### src/inc/ocd_pkg.sv
// Shared constants and types for the odd-ratio clock divider
package ocd_pkg;
  localparam int OCD_PH_W = 4;
  localparam logic [OCD_PH_W-1:0] OCD_DIV_LO = 4'h3;
  localparam logic [OCD_PH_W-1:0] OCD_DIV_HI = 4'h5;
  localparam logic [OCD_PH_W-1:0] OCD_PH_ZERO = 4'h0;
  localparam int OCD_SYNC_W = 6;
  localparam logic [OCD_SYNC_W-1:0] OCD_SYNC_RST = 6'h00;
  typedef enum logic [2:0] {
    OCD_OFF,
    OCD_WAIT_FALL,
    OCD_RUN,
    OCD_DRAIN
  } ocd_state_t;
endpackage

### src/rtl/ocd_divider.sv
// Odd-ratio clock divider with glitch-free enable gating
`timescale 1ns/1ns
`default_nettype none
// Notes on behaviour
// [RULE_01] Divided output passes while enable is high, suppressed while low.
// [RULE_02] An undriven enable pin counts as high, so output runs by default.
// [RULE_03] After enable rises, output resumes after one input rise then one fall.
// [RULE_04] After enable falls, output stops after input rise then output fall.
// [RULE_05] Disabling never shortens a high pulse; it always completes full width.
// [RULE_06] Divider advances on both rising and falling input clock edges.
// [RULE_07] Divide by three: output falls at falling edge of second input cycle.
// [RULE_08] Divide by five: output falls at falling edge of third input cycle.
// [RULE_09] Ratio select is static; taken only while disabled or cleared.
// [RULE_10] Disabled: true output low, complement high; master clear resets count.
module ocd_divider
  import ocd_pkg::*;
(
  input wire logic clk,
  input wire logic rst_b,
  input wire logic inClkP,
  input wire logic inClkN,
  input wire logic enable,
  input wire logic enableDriven,
  input wire logic ratioFive,
  input wire logic master_clear_n,
  output logic outClkP,
  output logic outClkN
);
  logic [OCD_SYNC_W-1:0] pinSync;
  logic sP, sN, sEn, sEnDrv, sRatio, sClr_n;
  logic level_q, level_d, prev_q;
  logic rise, fall, edgeAny, enEff;
  ocd_state_t state_q, state_d;
  logic [OCD_PH_W-1:0] phase_q, phase_d, phaseAdv, nHalf, lastPh;
  logic ratio_q, ratio_d;
  logic outP_q, outP_d, outN_q;

  // Every pin costs two clk cycles of synchroniser latency; input half-cycles must span three clk
  ocd_sync #(.W(OCD_SYNC_W)) ocd_sync_i (
    .clk(clk),
    .rst_b(rst_b),
    .pinIn({inClkP, inClkN, enable, enableDriven, ratioFive, master_clear_n}),
    .pinSync(pinSync)
  );

  assign {sP, sN, sEn, sEnDrv, sRatio, sClr_n} = pinSync;
  // Pull-up behaviour: no driver on the pin means enabled
  assign enEff = sEn | ~sEnDrv; // RULE_02
  // Equal legs of the pair carry no information, so keep the last level
  assign level_d = (sP != sN) ? sP : level_q;
  assign rise = level_q & ~prev_q;
  assign fall = ~level_q & prev_q;
  assign edgeAny = rise | fall; // RULE_06
  assign nHalf = ratio_q ? OCD_DIV_HI : OCD_DIV_LO; // RULE_07 RULE_08
  assign lastPh = OCD_PH_W'((nHalf << 1) - 4'h1);
  assign phaseAdv = (phase_q == lastPh) ? OCD_PH_ZERO : OCD_PH_W'(phase_q + 4'h1); // RULE_06

  always_comb begin
    state_d = state_q;
    phase_d = phase_q;
    ratio_d = ratio_q;
    if (!sClr_n) begin
      state_d = OCD_OFF; // RULE_10
      phase_d = OCD_PH_ZERO; // RULE_10
      ratio_d = sRatio; // RULE_09
    end else begin
      unique case (state_q)
        OCD_OFF: begin
          ratio_d = sRatio; // RULE_09
          if (enEff && rise) begin
            state_d = OCD_WAIT_FALL; // RULE_03
          end
        end
        OCD_WAIT_FALL: begin
          if (!enEff) begin
            state_d = OCD_OFF;
          end else if (fall) begin
            state_d = OCD_RUN; // RULE_03
            phase_d = lastPh;
          end
        end
        OCD_RUN: begin
          if (edgeAny) begin
            phase_d = phaseAdv;
          end
          if (!enEff && rise) begin
            state_d = OCD_DRAIN; // RULE_04
          end
        end
        OCD_DRAIN: begin
          // Keep counting until the next output fall ends a full-width pulse, then stop
          if (edgeAny) begin
            phase_d = phaseAdv;
            if (fall && phaseAdv == nHalf) begin
              state_d = OCD_OFF; // RULE_05
            end
          end
        end
        default: begin
          state_d = OCD_OFF;
        end
      endcase
    end
    outP_d = (state_d == OCD_RUN || state_d == OCD_DRAIN) && (phase_d < nHalf); // RULE_01
  end

  always_ff @(posedge clk or negedge rst_b) begin
    if (!rst_b) begin
      level_q <= 1'b0;
      prev_q <= 1'b0;
      state_q <= OCD_OFF;
      phase_q <= OCD_PH_ZERO;
      ratio_q <= 1'b0;
      outP_q <= 1'b0;
      outN_q <= 1'b1;
    end else begin
      level_q <= level_d;
      prev_q <= level_q;
      state_q <= state_d;
      phase_q <= phase_d;
      ratio_q <= ratio_d;
      outP_q <= outP_d;
      outN_q <= ~outP_d; // RULE_10
    end
  end

  assign outClkP = outP_q;
  assign outClkN = outN_q;

  // Half-cycles seen while the output is high, for pulse width checks
  logic [OCD_PH_W-1:0] hiCnt_q;
  always_ff @(posedge clk or negedge rst_b) begin
    if (!rst_b) begin
      hiCnt_q <= OCD_PH_ZERO;
    end else if (!outP_q) begin
      hiCnt_q <= OCD_PH_ZERO;
    end else if (edgeAny) begin
      hiCnt_q <= OCD_PH_W'(hiCnt_q + 4'h1);
    end
  end

  // Half-cycles seen while a running output is low, for low time checks
  logic [OCD_PH_W-1:0] loCnt_q;
  always_ff @(posedge clk or negedge rst_b) begin
    if (!rst_b) begin
      loCnt_q <= OCD_PH_ZERO;
    end else if (outP_q || !(state_q == OCD_RUN || state_q == OCD_DRAIN)) begin
      loCnt_q <= OCD_PH_ZERO;
    end else if (edgeAny) begin
      loCnt_q <= OCD_PH_W'(loCnt_q + 4'h1);
    end
  end
endmodule
`default_nettype wire

### src/rtl/ocd_sync.sv
// Two-flop synchroniser for a group of pin inputs
`timescale 1ns/1ns
`default_nettype none
module ocd_sync
  import ocd_pkg::*;
#(
  parameter int W = OCD_SYNC_W
) (
  input wire logic clk,
  input wire logic rst_b,
  input wire logic [W-1:0] pinIn,
  output logic [W-1:0] pinSync
);
  logic [W-1:0] meta_q;
  logic [W-1:0] sync_q;

  genvar i;
  generate
    for (i = 0; i < W; i++) begin : g_bit
      always_ff @(posedge clk or negedge rst_b) begin
        if (!rst_b) begin
          meta_q[i] <= 1'b0;
          sync_q[i] <= 1'b0;
        end else begin
          meta_q[i] <= pinIn[i];
          sync_q[i] <= meta_q[i];
        end
      end
    end
  endgenerate

  assign pinSync = sync_q;
endmodule
`default_nettype wire
### config.mk
export PLATFORM = sky130hd
export DESIGN_NAME = ocd_divider
export DESIGN_NICKNAME = d
export VERILOG_FILES = /design/src/inc/ocd_pkg.sv /design/src/rtl/ocd_divider.sv /design/src/rtl/ocd_sync.sv
export SDC_FILE = /design/constraint.sdc
export NUM_CORES = 1
export LEC_CHECK = 0
export ABC_AREA = 1
export BUFFER_PORTS_ARGS = -buffer_cell sky130_fd_sc_hd__buf_4
export CORE_MARGIN = 3
export CORE_UTILIZATION = 50
export DETAILED_ROUTE_END_ITERATION = 16
export PLACE_DENSITY = 0.67
export SYNTH_ARGS = -nofsm -noshare
export SYNTH_HDL_FRONTEND = slang
export SYNTH_HIERARCHICAL = 1
export SYNTH_SLANG_ARGS = --single-unit
export TNS_END_PERCENT = 10
### constraint.sdc
create_clock -name clk -period 2.3 [get_ports clk]
set_clock_uncertainty 0.2 [all_clocks]
set_input_delay 0.23 -clock clk [delete_from_list [all_inputs] [get_ports clk]]
set_output_delay 0.23 -clock clk [all_outputs]
set_load 0.01 [all_outputs]
==> results.md <==
- The minimum clock period after layout is 2170 ps.
- After detailed routing, the number of remaining DRC violations is 0.
- The horizontal die dimension is 54.6 um.
- The detailed router finished its first iteration with 28 violations.
- The most common cell in the netlist is nand2_1.
- The insertion delay of the later-clocked pin in the worst-skew pair is 300 ps.
- In the global route stage, overall resource usage came out at 0.183.
- The iteration count of the initial detailed-routing pass is 4.
- The sequential fraction of the synthesis area is 0.509.
- At the end of the flow, the number of nets in the layout was 179.
- Ranked by instance count, the synthesized netlist is headed by 25 x nand2_1, 23 x dfrtp_1, 20 x inv_1.
- The via count of the first global-routing pass is 966.
- The core region is around 2100 um2.
- STA puts the critical path data required time at 2340 ps.
- The critical path in this run is classified as reg -> reg.
- The total of max-cap violations is 0.
- Summing all placed instances gives a cell area of 1300 um2.
- Dividing the detail-routed wire length by the instance count gives 12.6 um.
- The post-detailed-route via-to-cell ratio is around 5.2.
- In this run the remaining antenna-violating nets after routing total 0.
- The async set-or-reset flop fraction in the synthesized netlist is 1.00.
- For the final routed database, the setup TNS stands at 0 ps.
- Wires add up to 2410 um.
- During placement, the flow inserted port buffers numbering 9.
- The number of antenna violations at the first check in global routing is 0.
- For the worst flop-to-flop path, the logic depth is 10.
- The filler-free cell count of the finished design is 191.
- The maximum fanout along the worst path is 4.
- The post-synthesis register bit count is 24.
- In this run the mean area of a mapped cell was 8.76 um2.
- Compared with the post-synthesis result, the final layout area differs by 25.4%.
- The kind of end point of the critical path is a register.
- The arrival time of the worst setup path is ~2200 ps.
- The total nets after synthesis is between 100 and 150.
- Grouping stages by cell kind, the critical path spends the most delay in adder cells.
- Ranked by total cell area, the synthesized netlist is headed by dfrtp_1 49%, nand2_1 7.9%, ha_1 6.3%, inv_1 6.3%, a21oi_1 5.1%.
- The period utilization is 0.942.
- The number of antenna diodes in the final layout is 0.
- The number of enable flip-flop cells after synthesis is 0.
- Of the cells placed in the final design, the portion with a size suffix greater than 1 is 0.280.
- The library cell contributing the largest single delay on the critical path is dfrtp_2.
- The count of endpoints failing hold in the final timing report is 0.
- The number of clock buffers added by TritonCTS is 3.
- The HPWL reported at the end of detailed placement is 1740 um.
- The wire length of the first global-routing pass is about 3900 um.
- The cell at the root of the clock tree is clkbuf_4.
- The class of the most critical hold timing path is in -> async.
- The start of the worst register-to-register path is phase_q[0]$_DFF_PN0_.
- Together, buffers and inverters on the worst path number 1.
- The H-tree depth is 1.
- The static leakage is roughly 0.78 nW.
- The height of the chip is 54.6 um.
- The die covers 2980 um2.
- The initial core utilization is 0.563.
- The number of max-slew violations in the final report is 0.
- The floorplan has 16 rows.
- VDD sags by at most 0.576 mV.
- The setup slack at placement is approximately 4.7 ps.
- The biggest area contributor in the post-synthesis netlist is dfrtp_1.
- The clock tree from TritonCTS is done.
- The total global routing overflow is 0.
- The run finished with clean final reports.
- For this run, the leading register cell type out of synthesis is dfrtp_1.
- The final setup violation count is 0.
- The signal on the critical path passes through ha_1, xnor2_2, a21oi_1, o21ai_1, o21ai_0, o21ai_1, inv_1, ha_1, a21oi_2, nand2_1.
- Across all layers, the routed design uses 998 vias.
- The overall power of the completed layout is 0.000790 W.
- The number of sinks driven by the clock tree is 24.
- Summing every instance area after synthesis gives between 1000 and 1500 um2.
- The startpoint class of the critical path is a register.
- The final worst slack is 134 ps.
- Yosys printed 6 warnings.
- The design area is 1480 um2.
- On the worst path, the slowest cell contributes a delay of 450 ps.
- The clock input transition at the sequential cells of the worst setup and hold paths is 120 ps.
- The cell count after placement is around 170.
- The count of cell types in the netlist is 23.
- The top cell type's share of synthesized area is 0.487.
- The worst register-to-register path ends at outClkN$_DFF_PN1_.
- Power spread over the standard cell area amounts to 533 nW/um2.
- The maximum clock frequency is roughly 460 MHz.
- The largest net degree at the start of global routing is 25.
- Routability-driven placement finished with a final weighted congestion of 0.883.
- The fill cell total of the finished layout is 157.
- The cell count after synthesis is 135.
- The number of top-level pins is 10.
- Counting along the longest clock path gives a buffer depth of 2.
- Across all register-to-register paths, the minimum setup slack is 130 ps.
## through the flow
stage / utilization / hold WS (ps)
global route: 0.705 / 142
CTS: 0.672 / 128
detailed placement: 0.618 / -63.9
global placement: 0.618 / -64.6
floorplan: - / -266
finish: 0.705 / 130
## power by group
group | internal, W | switching, W | leakage, nW | total, W
Sequential | 0.000441 | 0.0000131 | 0.293 | 0.000454
Combinational | 0.0000574 | 0.0000688 | 0.463 | 0.000126
Clock | 0.0000966 | 0.000113 | 0.0210 | 0.000209
## worst max path at each step
stage,end,depth (start not counted),startpoint
2_1_floorplan,outClkN$_DFF_PN1_,10,phase_q[0]$_DFF_PN0_
3_3_place_gp,outClkN$_DFF_PN1_,10,phase_q[0]$_DFF_PN0_
3_5_place_dp,outClkN$_DFF_PN1_,10,phase_q[0]$_DFF_PN0_
4_1_cts,outClkN$_DFF_PN1_,10,phase_q[0]$_DFF_PN0_
5_1_grt,outClkP$_DFF_PN0_,11,phase_q[0]$_DFF_PN0_
6_report,outClkN$_DFF_PN1_,10,phase_q[0]$_DFF_PN0_
## flip-flops by register name, summed over array words and instances, names as in the netlist
name and cells:
ocd_sync_i/pinSync 6, prev_q 1, state_q 3, ocd_sync_i/meta_q 6, phase_q 4, level_q 1
ratio_q 1, outClkN 1, outClkP 1
## cells in the final DEF, fill, tap and decap left out, types with 2 or more instances in the layout
cell	count
o21ai_1	2
clkbuf_4	3
nand2_1	25
nand3_1	8
nand2_2	5
nor2_1	8
dlygate4sd3_1	7
dfrtp_1	22
buf_4	18
o21ai_0	2
nand4_1	3
nor2_2	2
nand3_2	3
a21oi_2	2
ha_1	5
nand2_4	2
a31oi_1	2
a21oi_1	11
inv_1	19
inv_2	5
## area by class of cell
type	count	area, um2	share of cell area
flip-flops and latches	24	603	0.407
multi-input cells	85	505	0.341
repair buffers	25	205	0.138
inverters	26	98.8	0.0667
clock buffers	4	36.3	0.0245
well taps	27	33.8	0.0228
## kinds of logic after synthesis
logic type / count (synthesis) / synth area share
fa+ha+maj: 6 / 0.0635
compound gates: 20 / 0.0921
flops: 24 / 0.509
simple gates: 57 / 0.241
xor+xnor: 1 / 0.00741
buf+inv: 26 / 0.0836
other cells: 1 / 0.00317
## layer usage
layer,routed length (um),up-vias,track usage
met5,0,-,0
met4,58,0,0.0747
met3,97,9,0.0163
met2,1170,34,0.323
met1,1080,471,0.228
li1,-,484,-
## repair_timing
item / in CTS / in global routing
resized for setup: 1 / 6
cloned: 0 / 0
setup endpoints to repair: 1 / 2
hold buffers: 7 / 0
endpoints found under the hold margin: 30 / 0
setup buffers: 0 / 7
pin swaps: 0 / 2
Note: power is estimated with default switching activity, not from simulation.
